--- src/hw/ieru_cfg.svh ---
// Constants for the interrupt entry and return unit.
// Assumes inclusion by bare name from the design files.
`ifndef IERU_CFG_SVH
`define IERU_CFG_SVH

`define IERU_PSW_RESET      32'h00000020
`define IERU_NP_BIT         7
`define IERU_EP_BIT         6
`define IERU_ID_BIT         5
`define IERU_NMI_CAUSE      16'h0010
`define IERU_WDT_NMI_MODE   2'h1
`define IERU_NUM_SRC        52
`define IERU_NMI_HANDLER    32'h00000010
`define IERU_WDT_HANDLER    32'h00000020
`define IERU_IRQ_BASE       32'h00000080
`define IERU_IRQ_CAUSE_BASE 16'h0080

`endif

--- src/hw/ieru_pkg.sv ---
// Types for the interrupt entry and return unit.
// Assumes ieru_cfg.svh is compiled with it.
`include "ieru_cfg.svh"
package ieru_pkg;
	typedef logic [5:0] ieru_src_type;
	typedef logic [2:0] ieru_prio_type;
	typedef enum logic [3:0] {
		IERU_ST_RUN = 4'h1,
		IERU_ST_NMI = 4'h2,
		IERU_ST_WDT = 4'h4,
		IERU_ST_IRQ = 4'h8
	} ieru_state_type;
endpackage

--- src/hw/ieru_arb_if.sv ---
// Carries the winning maskable request between arbiter and core logic.
// Assumes a single clock domain.
`timescale 1ns/1ps
`default_nettype none
interface ieru_arb_if;
	logic                   valid;
	ieru_pkg::ieru_src_type src;
	ieru_pkg::ieru_prio_type prio;
	modport arb (output valid, output src, output prio);
	modport core (input valid, input src, input prio);
endinterface
`default_nettype wire

--- src/hw/ieru_edge.sv ---
// NMI pin synchroniser and edge selector.
// Assumes the pin is asynchronous to core_clk.
`timescale 1ns/1ps
`default_nettype none
`include "ieru_cfg.svh"
module ieru_edge (
	// Clock and reset
	input  wire logic core_clk,
	input  wire logic reset_n,
	// Pin and edge choice
	input  wire logic nmi_pin,
	input  wire logic nmi_rise_sel,
	input  wire logic nmi_fall_sel,
	// Detected edge
	output logic      nmi_edge
);
	import ieru_pkg::*;
	logic [2:0] sync_reg;
	logic [2:0] sync_next;

	always_comb begin
		sync_next = {sync_reg[1:0], nmi_pin};
	end

	always_ff @(posedge core_clk or negedge reset_n) begin
		if (!reset_n) begin
			sync_reg <= 3'h0;
		end else begin
			sync_reg <= sync_next;
		end
	end

	// Only stages 1 and 2 feed the compare
	assign nmi_edge = (nmi_rise_sel & sync_reg[1] & ~sync_reg[2]) |
		(nmi_fall_sel & ~sync_reg[1] & sync_reg[2]);
endmodule
`default_nettype wire

--- src/hw/ieru_arb.sv ---
// Maskable request arbiter over level programmable and default priority.
// Assumes requests are same-clock levels from the controller.
`timescale 1ns/1ps
`default_nettype none
`include "ieru_cfg.svh"
module ieru_arb (
	// Requests and per-source setup
	input  wire logic [`IERU_NUM_SRC-1:0]   irq_req,
	input  wire logic [`IERU_NUM_SRC-1:0]   irq_mask,
	input  wire logic [3*`IERU_NUM_SRC-1:0] irq_prio,
	// Winner
	ieru_arb_if.arb                         win
);
	import ieru_pkg::*;
	logic          found;
	ieru_src_type  best_src;
	ieru_prio_type best_prio;

	always_comb begin
		found     = 1'b0;
		best_src  = 6'h00;
		best_prio = 3'h7;
		// Scan from highest index so index 0 wins ties
		for (int i = `IERU_NUM_SRC - 1; i >= 0; i--) begin
			if (irq_req[i] && !irq_mask[i]) begin
				if (!found || irq_prio[3*i +: 3] <= best_prio) begin
					found     = 1'b1;
					best_src  = 6'(i);
					best_prio = irq_prio[3*i +: 3];
				end
			end
		end
	end

	assign win.valid = found;
	assign win.src   = best_src;
	assign win.prio  = best_prio;
endmodule
`default_nettype wire

--- src/hw/ieru_core.sv ---
// Interrupt entry and return unit: NMI, watchdog NMI and maskable entry,
// status word handling and return selection.
// Assumes the pipeline pulses op strobes one cycle and follows pc_load.
`timescale 1ns/1ps
`default_nettype none
`include "ieru_cfg.svh"
module ieru_core (
	// Clock and reset
	input  wire logic                       core_clk,
	input  wire logic                       reset_n,
	// Non-maskable sources
	input  wire logic                       nmi_pin,
	input  wire logic                       nmi_rise_sel,
	input  wire logic                       nmi_fall_sel,
	input  wire logic                       watchdog_nmi_req,
	input  wire logic [1:0]                 watchdog_mode_field,
	// Maskable sources
	input  wire logic [`IERU_NUM_SRC-1:0]   irq_req,
	input  wire logic [`IERU_NUM_SRC-1:0]   irq_mask,
	input  wire logic [3*`IERU_NUM_SRC-1:0] irq_prio,
	// Pipeline side
	input  wire logic [31:0]                restored_pc,
	input  wire logic                       return_from_irq_op,
	input  wire logic                       irq_unmask_op,
	input  wire logic                       irq_mask_op,
	input  wire logic                       sysreg_load_op,
	input  wire logic [2:0]                 sysreg_sel,
	input  wire logic [31:0]                sysreg_wdata,
	// Control transfer
	output logic                            pc_load,
	output logic [31:0]                     pc_value,
	output logic                            irq_ack,
	output logic [5:0]                      irq_ack_src,
	// Visible state
	output logic [31:0]                     cpu_status_word,
	output logic [31:0]                     nmi_saved_pc,
	output logic [31:0]                     nmi_saved_status,
	output logic [31:0]                     irq_saved_pc,
	output logic [31:0]                     irq_saved_status,
	output logic [31:0]                     cause_code_reg,
	output logic [2:0]                      service_level,
	output ieru_pkg::ieru_state_type        service_state
);
	import ieru_pkg::*;

	// System register selects for sysreg_load_op
	localparam logic [2:0] SEL_PSW   = 3'h0;
	localparam logic [2:0] SEL_EPC   = 3'h1;
	localparam logic [2:0] SEL_EPSW  = 3'h2;
	localparam logic [2:0] SEL_FPC   = 3'h3;
	localparam logic [2:0] SEL_FPSW  = 3'h4;

	ieru_arb_if win ();
	logic nmi_edge;

	ieru_edge u_edge (
		.core_clk     (core_clk),
		.reset_n      (reset_n),
		.nmi_pin      (nmi_pin),
		.nmi_rise_sel (nmi_rise_sel),
		.nmi_fall_sel (nmi_fall_sel),
		.nmi_edge     (nmi_edge)
	);

	ieru_arb u_arb (
		.irq_req  (irq_req),
		.irq_mask (irq_mask),
		.irq_prio (irq_prio),
		.win      (win)
	);

	// Watchdog input crosses from its own logic; synchronise anyway
	logic [1:0] wdt_sync_reg;
	logic       wdt_prev_reg;

	always_ff @(posedge core_clk or negedge reset_n) begin
		if (!reset_n) begin
			wdt_sync_reg <= 2'h0;
			wdt_prev_reg <= 1'b0;
		end else begin
			wdt_sync_reg <= {wdt_sync_reg[0], watchdog_nmi_req};
			wdt_prev_reg <= wdt_sync_reg[1];
		end
	end

	logic wdt_event;
	assign wdt_event = wdt_sync_reg[1] & ~wdt_prev_reg &
		(watchdog_mode_field == `IERU_WDT_NMI_MODE);

	// State
	ieru_state_type state_reg,  state_next;
	logic [31:0]    psw_reg,    psw_next;
	logic [31:0]    fpc_reg,    fpc_next;
	logic [31:0]    fpsw_reg,   fpsw_next;
	logic [31:0]    epc_reg,    epc_next;
	logic [31:0]    epsw_reg,   epsw_next;
	logic [31:0]    ecr_reg,    ecr_next;
	logic           nmi_pend_reg, nmi_pend_next;
	logic           wdt_pend_reg, wdt_pend_next;
	logic [2:0]     lvl_reg,    lvl_next;
	logic           nested_reg, nested_next;
	logic           pcl_reg,    pcl_next;
	logic [31:0]    pcv_reg,    pcv_next;
	logic           ack_reg,    ack_next;
	logic [5:0]     ack_src_reg, ack_src_next;

	logic np;
	logic id;
	logic ep;
	logic take_wdt;
	logic take_nmi;
	logic take_irq;
	logic in_pin_nmi;

	assign np = psw_reg[`IERU_NP_BIT];
	assign id = psw_reg[`IERU_ID_BIT];
	assign ep = psw_reg[`IERU_EP_BIT];
	assign in_pin_nmi = (state_reg == IERU_ST_NMI);

	always_comb begin
		state_next    = state_reg;
		psw_next      = psw_reg;
		fpc_next      = fpc_reg;
		fpsw_next     = fpsw_reg;
		epc_next      = epc_reg;
		epsw_next     = epsw_reg;
		ecr_next      = ecr_reg;
		lvl_next      = lvl_reg;
		nested_next   = nested_reg;
		pcl_next      = 1'b0;
		pcv_next      = pcv_reg;
		ack_next      = 1'b0;
		ack_src_next  = ack_src_reg;
		// Pending latches; new events set, but a pin edge with a watchdog event is dropped; taking clears
		nmi_pend_next = nmi_pend_reg | (nmi_edge & ~wdt_event);
		wdt_pend_next = wdt_pend_reg | wdt_event;

		// Software writes first so hardware entry overrides same cycle
		if (sysreg_load_op) begin
			case (sysreg_sel)
				SEL_PSW:  psw_next  = sysreg_wdata;
				SEL_EPC:  epc_next  = sysreg_wdata;
				SEL_EPSW: epsw_next = sysreg_wdata;
				SEL_FPC:  fpc_next  = sysreg_wdata;
				SEL_FPSW: fpsw_next = sysreg_wdata;
				default:  psw_next  = psw_reg;
			endcase
		end
		// Level compare only inside a maskable handler
		if (irq_unmask_op) begin
			psw_next[`IERU_ID_BIT] = 1'b0;
			nested_next = (state_reg == IERU_ST_IRQ);
		end
		if (irq_mask_op) begin
			psw_next[`IERU_ID_BIT] = 1'b1;
		end

		// Return path; pending NMIs wait until this clears state
		if (return_from_irq_op && !ep) begin
			pcl_next = 1'b1;
			if (np) begin
				pcv_next   = fpc_reg;
				psw_next   = fpsw_reg;
				state_next = IERU_ST_RUN;
			end else begin
				pcv_next   = epc_reg;
				psw_next   = epsw_reg;
				state_next = IERU_ST_RUN;
				nested_next = 1'b0;
			end
		end

		// Acceptance; watchdog preempts only when active flag cleared
		take_wdt = wdt_pend_reg && !return_from_irq_op &&
			!np;
		take_nmi = !take_wdt && nmi_pend_reg && !in_pin_nmi &&
			!np && !return_from_irq_op;
		// Maskable only when both flags clear and, when nested, level strictly higher
		take_irq = !take_wdt && !take_nmi && win.valid && !np && !id &&
			!return_from_irq_op &&
			(!nested_reg || win.prio < lvl_reg);

		if (take_wdt || take_nmi) begin
			fpc_next  = restored_pc;
			fpsw_next = psw_reg;
			ecr_next[31:16] = `IERU_NMI_CAUSE;
			psw_next[`IERU_NP_BIT] = 1'b1;
			psw_next[`IERU_ID_BIT] = 1'b1;
			psw_next[`IERU_EP_BIT] = 1'b0;
			pcl_next  = 1'b1;
			if (take_wdt) begin
				wdt_pend_next = wdt_event;
				// No return expected from this state
				pcv_next   = `IERU_WDT_HANDLER;
				state_next = IERU_ST_WDT;
			end else begin
				nmi_pend_next = nmi_edge & ~wdt_event;
				pcv_next   = `IERU_NMI_HANDLER;
				state_next = IERU_ST_NMI;
			end
		end else if (take_irq) begin
			epc_next  = restored_pc;
			epsw_next = psw_reg;
			ecr_next[15:0] = `IERU_IRQ_CAUSE_BASE + {6'h00, win.src, 4'h0};
			psw_next[`IERU_ID_BIT] = 1'b1;
			psw_next[`IERU_EP_BIT] = 1'b0;
			lvl_next     = win.prio;
			nested_next  = 1'b0;
			pcl_next     = 1'b1;
			pcv_next     = `IERU_IRQ_BASE + {22'h0, win.src, 4'h0};
			ack_next     = 1'b1;
			ack_src_next = win.src;
			state_next   = IERU_ST_IRQ;
		end
	end

	always_ff @(posedge core_clk or negedge reset_n) begin
		if (!reset_n) begin
			state_reg    <= IERU_ST_RUN;
			psw_reg      <= `IERU_PSW_RESET;
			fpc_reg      <= 32'h0;
			fpsw_reg     <= 32'h0;
			epc_reg      <= 32'h0;
			epsw_reg     <= 32'h0;
			ecr_reg      <= 32'h0;
			nmi_pend_reg <= 1'b0;
			wdt_pend_reg <= 1'b0;
			lvl_reg      <= 3'h7;
			nested_reg   <= 1'b0;
			pcl_reg      <= 1'b0;
			pcv_reg      <= 32'h0;
			ack_reg      <= 1'b0;
			ack_src_reg  <= 6'h00;
		end else begin
			state_reg    <= state_next;
			psw_reg      <= psw_next;
			fpc_reg      <= fpc_next;
			fpsw_reg     <= fpsw_next;
			epc_reg      <= epc_next;
			epsw_reg     <= epsw_next;
			ecr_reg      <= ecr_next;
			nmi_pend_reg <= nmi_pend_next;
			wdt_pend_reg <= wdt_pend_next;
			lvl_reg      <= lvl_next;
			nested_reg   <= nested_next;
			pcl_reg      <= pcl_next;
			pcv_reg      <= pcv_next;
			ack_reg      <= ack_next;
			ack_src_reg  <= ack_src_next;
		end
	end

	assign pc_load          = pcl_reg;
	assign pc_value         = pcv_reg;
	assign irq_ack          = ack_reg;
	assign irq_ack_src      = ack_src_reg;
	assign cpu_status_word  = psw_reg;
	assign nmi_saved_pc     = fpc_reg;
	assign nmi_saved_status = fpsw_reg;
	assign irq_saved_pc     = epc_reg;
	assign irq_saved_status = epsw_reg;
	assign cause_code_reg   = ecr_reg;
	assign service_level    = lvl_reg;
	assign service_state    = state_reg;
endmodule
`default_nettype wire

--- config.mk ---
export PLATFORM = sky130hd
export DESIGN_NAME = ieru_core
export DESIGN_NICKNAME = d
export VERILOG_FILES = /design/src/hw/ieru_pkg.sv /design/src/hw/ieru_arb_if.sv /design/src/hw/ieru_edge.sv /design/src/hw/ieru_arb.sv /design/src/hw/ieru_core.sv
export VERILOG_INCLUDE_DIRS = /design/src /design/src/hw
export SDC_FILE = /design/constraint.sdc
export NUM_CORES = 1
export LEC_CHECK = 0
export ABC_AREA = 0
export BUFFER_PORTS_ARGS = -buffer_cell sky130_fd_sc_hd__buf_4
export CAP_MARGIN = 20
export CORE_AREA = 2 2 224 226
export DETAILED_ROUTE_END_ITERATION = 10
export DIE_AREA = 0 0 226 228
export SLEW_MARGIN = 20
export SYNTH_ARGS = -nofsm -noshare
export SYNTH_HDL_FRONTEND = slang
export SYNTH_SLANG_ARGS = --single-unit
--- constraint.sdc ---
create_clock -name core_clk -period 6.2 [get_ports core_clk]
set_input_delay 1.24 -clock core_clk [delete_from_list [all_inputs] [get_ports core_clk]]
set_output_delay 1.24 -clock core_clk [all_outputs]
set_load 0.1 [all_outputs]
Yosys cells after proc, flatten, opt, wreduce, memory -nomap -nowiden. Cells that the tools add are included.

Bits in registers: 233. Memory bits (read-only): 0. Output and inout port bits: 239. Input port bits: 339. Memories kept: 0. RAM bits: 0. Word-level logic and storage cells: 702. Bits in latches: 0.

Reduce and logical (&&, ||, !) cells: 249. Div/mod/pow operators: 0. $lt $le $gt $ge: 52. $mul: 0. Mux-type cells: 355. Add/subtract/negate cells: 2. Bitwise operators: 15. Equal/unequal tests: 7. Shift operators: 0.

Operators by type and width (count): $mux 32 (22); $mux 6 (104); $mux 3 (104); $le 3x3->1 (51); $mux 1 (120); $logic_not 1->1 (111); $logic_and 1x1->1 (65); $logic_or 1x1->1 (53); $add 8x10->11 const A (2); $reduce_and 2->1 (7); $mux 4 (3); $reduce_bool 6->1 (2); $reduce_bool 2->1 (5); $reduce_bool 3->1 (3); $reduce_bool 4->1 (2); $and 1x1->1 (7); $eq 3x2->1 const B (2); $not 1->1 (5); $eq 4x2->1 const B (1); $eq 4x4->1 const B (1); $mux 2 (2); $eq 3x1->1 const B (1); $eq 3x3->1 const B (1); $logic_not 3->1 (1); 3 further kinds (5).

Logic depth before layout (Yosys ltp).
Depth in word-level cells: 214. Mapped depth: 438.

By module. A second synthesis with hierarchy kept.

Cells, all modules: 2370. Area total of the unflattened synthesis: 19636.3 um^2.

By module, submodules not included: ieru_core (area an instance 10547.6 um^2, seq. area each 5461.5 um^2, cells each 1056, instances 1); ieru_arb (area an instance 8993.6 um^2, seq. area each 0.0 um^2, cells each 1308, instances 1); ieru_edge (area an instance 95.1 um^2, seq. area each 75.1 um^2, cells each 6, instances 1).

Worst setup path before layout. No wires, ideal clock.

Path kind: input port to flip-flop. Start: input irq_req[51]. End: register ack_src_reg[1] (netlist: irq_ack_src[1]). Cell stages on the path: 411. Buffers on the path: 17. Data arrival time: 68414 ps. Required time: 6072 ps. Path slack: -62342 ps. Setup time: 128 ps. Path through: nor2b_1 -> nand2b_1 -> ha_1 -> and3_1 -> a211oi_1 -> nor2_1 -> o22a_1 -> ha_1 -> a32oi_1 -> a21o_1 -> o221ai_1 -> o21ai_0 -> ha_1 -> and3_1 -> a21oi_1 -> a21o_1 -> o21a_1 -> nand2_1 -> [375 not listed] -> ha_1 -> a21o_1 -> a21oi_1 -> a31oi_1 -> nor2_1 -> a31oi_1 -> nor2_1 -> a31oi_1 -> ha_1 -> nor2b_1 -> o21a_1 -> o21ai_0 -> nand4b_1 -> a21oi_1 -> o31a_4 -> buf_4 -> buf_6 -> mux2_1.

Elaborated cells between the ends (all ways): 471. Those cells by class: 52 x order compare; 309 x mux; 110 x reduce/logical.

RTL lines: start: declaration (line ieru_core.sv:18) `` input wire logic [`IERU_NUM_SRC-1:0] irq_req, ``; $logic_and 1x1->1 (*) (line ieru_arb.sv:25) `if (irq_req[i] && !irq_mask[i]) begin`; $mux 3 / $mux 1 (equally long branches) (line ieru_arb.sv:25); $le 3x3->1 / $logic_not 1->1 (equally long branches) (line ieru_arb.sv:26) `if (!found || irq_prio[3*i +: 3] <= best_prio) begin`; $logic_or 1x1->1 (line ieru_arb.sv:26); $mux 3 / $mux 1 (equally long branches) (line ieru_arb.sv:26); $mux 3 / $mux 1 (equally long branches) (line ieru_arb.sv:25); $le 3x3->1 / $logic_not 1->1 (equally long branches) (line ieru_arb.sv:26); $logic_or 1x1->1 (line ieru_arb.sv:26); [195 not listed]; $logic_or 1x1->1 (line ieru_arb.sv:26); $mux 3 (line ieru_arb.sv:26); $mux 3 (*) (line ieru_arb.sv:25); net u_arb.win.prio[1] (line ieru_arb_if.sv:9) `modport arb (output valid, output src, output prio);`; $lt 3x3->1 (*) (line ieru_core.sv:181) `(!nested_reg || win.prio < lvl_reg);`; $logic_or 1x1->1 (*) (line ieru_core.sv:181); $logic_and 1x1->1 (*) (line ieru_core.sv:180) `!return_from_irq_op &&`; $reduce_and 2->1 (no line) (*); end signal: assignment (line ieru_core.sv:249) `ack_src_reg <= ack_src_next;`; end: declaration (line ieru_core.sv:105) `logic [5:0] ack_src_reg, ack_src_next;`.

The timed path passes the listed nets; every way through them passes the cells marked *. A chain may end at the register's enable or synchronous reset.

Worst setup path after layout.
Start: input irq_mask[51]. End: register ack_src_reg[4] (netlist: irq_ack_src[4]).

Elaborated cells between the ends (all ways): 472. Those cells by class: 52 x order compare; 309 x mux; 111 x reduce/logical.

RTL lines: start: declaration (line ieru_core.sv:19) `` input wire logic [`IERU_NUM_SRC-1:0] irq_mask, ``; $logic_not 1->1 (*) (line ieru_arb.sv:25); $logic_and 1x1->1 (*) (line ieru_arb.sv:25); $mux 3 / $mux 1 (equally long branches) (line ieru_arb.sv:25); $le 3x3->1 / $logic_not 1->1 (equally long branches) (line ieru_arb.sv:26); $logic_or 1x1->1 (line ieru_arb.sv:26); $mux 3 / $mux 1 (equally long branches) (line ieru_arb.sv:26); $mux 3 / $mux 1 (equally long branches) (line ieru_arb.sv:25); $le 3x3->1 / $logic_not 1->1 (equally long branches) (line ieru_arb.sv:26); [196 not listed]; $logic_or 1x1->1 (line ieru_arb.sv:26); $mux 3 (line ieru_arb.sv:26); $mux 3 (*) (line ieru_arb.sv:25); net u_arb.win.prio[1] (line ieru_arb_if.sv:9); $lt 3x3->1 (*) (line ieru_core.sv:181); $logic_or 1x1->1 (*) (line ieru_core.sv:181); $logic_and 1x1->1 (*) (line ieru_core.sv:180); $reduce_and 2->1 (no line) (*).

Marks and branches as above.

==> impl_metrics.toml <==
[run_status]
outcome = "finished with violations"
violations = "negative setup slack"

[floorplanning]
die-area_sq_um = 51500
initial_core_util_pct = 38.9
core_area_sq_um = 49300
die_h_um = 228
std_cell_rows = 82
ios = 578
die_w_um = 226

[detailed_routing]
avgRoutedWirePerCell_um = 21.0
vias = 24136
drc = 0
routed_wl_um = 92500
vias_per_cell = 5.49
ant_nets = 0
drt_iter0_drc = 1467
dr.pass1.iters = 5

[global_routing]
grt.total_usage_pct = 32.2
use_met2_pct = 55.6
use_met1_pct = 37.7
grt_pass1_vias = 23888
grt_pass1_wl_um = 132000
grt_max_degree = 127
grt-busiest-layer = "met2"
overflow = 0
antenna_found_initial = 7
gr-usage-met3_pct = 5.27

[finish]
nets = 4193
area_delta_synth_final_pct = 81.5
drive_gt1_share_pct = 55.1
layout_common_cells = "buf_4 (1374), nand2_1 (215), dfrtp_1 (215), mux2i_1 (175), nor2_1 (134)"
final_common_cell = "buf_4"
fill_cells = 3804

[setup_path]
crit_fanout = 12
r2r_start = "service_state[3]"
critPathRequiredTime_ns = 6.60
r2r_cells = 6
reg2reg_slack_ns = 3.15
criticalPathCategory = "input pin to register"
r2r-end = "nmi_saved_pc[12]"
start_kind = "input pin"
cpMostUsedCell = "buf_4"
cp.arrival_ns = 66.61
end_kind = "register"
critPathSlowestCell = "or4_4"
critical_path.max_stage_delay_ns = 0.44

[clock_tree]
cts-buffers-inserted = 26
insertion_delay_ns = 0.55
root_buffer = "clkbuf_16"
path_clk_slew_ns = 0.06
clock_sinks = 221
cts_tree = "built"
cts_hold_buffers = 0
clock_path_buffers = 3
h-tree-depth = 1

[worst_hold_path]
hp-start = "wdt_sync_reg[0]"
hold_depth = 0
holdPathEnd = "wdt_sync_reg[1]"
hp-class = "register to register"

[timing]
setup_ws_ns = -60.02
rsz0062_at_grt = "yes"
period_share_pct = 1070
hold_viol_final = 0
period_needed_ns = 66.22
fmaxAchievable_mhz = 15.1
finClkSkew_ns = 0.0367
hold_ws_ns = 0.347
slew_headroom_pct = 26.9
finalSetupViolCount = 118
slew_violations = 0
worst_pin_slew_ns = 1.07

[synthesis]
synth_edf_count = 0
synthDistinctLibCells = 98
synth_cells = 2344
ys_warn_count = 0
ys.flop_type = "dfrtp_1"
syn_area_per_cell_sq_um = 8.19
synthArstFlopShare_pct = 100
ys_seq_area_share_pct = 28.8
ys_ff_latch = 221
netlist_area_sq_um = 19200

[place]
portBuffers = 553
hpwl_um = 65700
gp_congestion = 0.984

[job]
maxCapViolations = 0
==> Yosys cell counts (all sizes together), types with 56 or more instances <==
cell / instances / area share, %
clkbuf: 78 / 1.5
nor2b: 99 / 3.2
mux2i: 185 / 9.6
a31oi: 65 / 2.2
a21oi: 151 / 4.0
o21ai: 189 / 4.9
nand2b: 58 / 2.0
nand3: 56 / 1.6
ha: 156 / 10
nor2: 164 / 3.2
nand2: 288 / 5.6
dfrtp: 216 / 28
inv: 131 / 2.6
==> per-layer routing <==
layer | up-vias | share of wire (%)
met5 | - | 0
met4 | 0 | 6.5
met3 | 290 | 6.6
met2 | 910 | 49
met1 | 11712 | 38
li1 | 11224 | -
==> worst max path at each step <==
stage / startpoint / to / slack (ns) / depth (start not counted)
after floorplan: irq_mask[51] / irq_ack_src[1] / -57.62 / 413
after global placement: irq_mask[51] / pc_value[15] / -59.94 / 402
after detailed placement: irq_mask[51] / pc_value[2] / -61.61 / 395
after CTS: irq_mask[51] / pc_value[5] / -58.67 / 402
after global routing: irq_mask[51] / irq_ack_src[4] / -63.31 / 423
final: irq_mask[51] / irq_ack_src[4] / -60.02 / 421
==> area by class of cell <==
class                   instances  area [sq um]  area share, %
diodes                          8          20.0         0.0574
clock buffers                  38           786           2.25
clock inverters                10           141          0.406
inverters                     131           492           1.41
multi-input cells            1884         15700           45.0
flip-flops and latches        221          5540           15.9
well taps                     672           841           2.41
repair buffers               1434         11300           32.5
==> what timing repair did <==
item / 4_1_cts / 5_1_grt
cloned: 2 / 17
gates resized for setup: 131 / 440
pin swaps: 159 / 254
setup buffers: 180 / 81
endpoints found under the setup margin: 118 / 118
==> metrics by stage <==
stage          instances  TNS (ns)  instance area [sq um]  setup slack, ns  util, %
6_report            4398  -7072.43                  34900           -60.02     70.6
5_1_grt             4396  -7462.00                  34800           -63.31     70.6
4_1_cts             4295  -6914.56                  32000           -58.67     64.7
3_5_place_dp        4065  -7256.06                  29000           -61.61     58.7
3_3_place_gp        4065  -7060.30                  29000           -59.94     58.7
2_1_floorplan       2367  -6781.29                  20100           -57.62        -
==> kinds of logic after synthesis <==
| group | count (synthesis) | synth area share [%] |
|---|---|---|
| AOI/OAI and AO/OA | 705 | 23.7 |
| xor gates and xnor gates | 1 | 0.0456 |
| adders and majority gates | 156 | 10.2 |
| buffers and inverters | 262 | 6.02 |
| DFF | 221 | 28.8 |
| muxes | 206 | 10.9 |
| other | 1 | 0.0195 |
| and+or+nand+nor | 792 | 20.3 |
==> worst max-delay path, delay by kind of cell <==
family                     cells  cell delay [ns]
AOI/OAI and AO/OA            199            30.19
adders and majority gates     48            11.20
buffers and inverters         73             8.74
muxes                         10             2.59
and+or+nand+nor               91            12.48
Power is not shown: default switching activity piles up to over one toggle a cycle in this logic, so the estimate is an artifact.
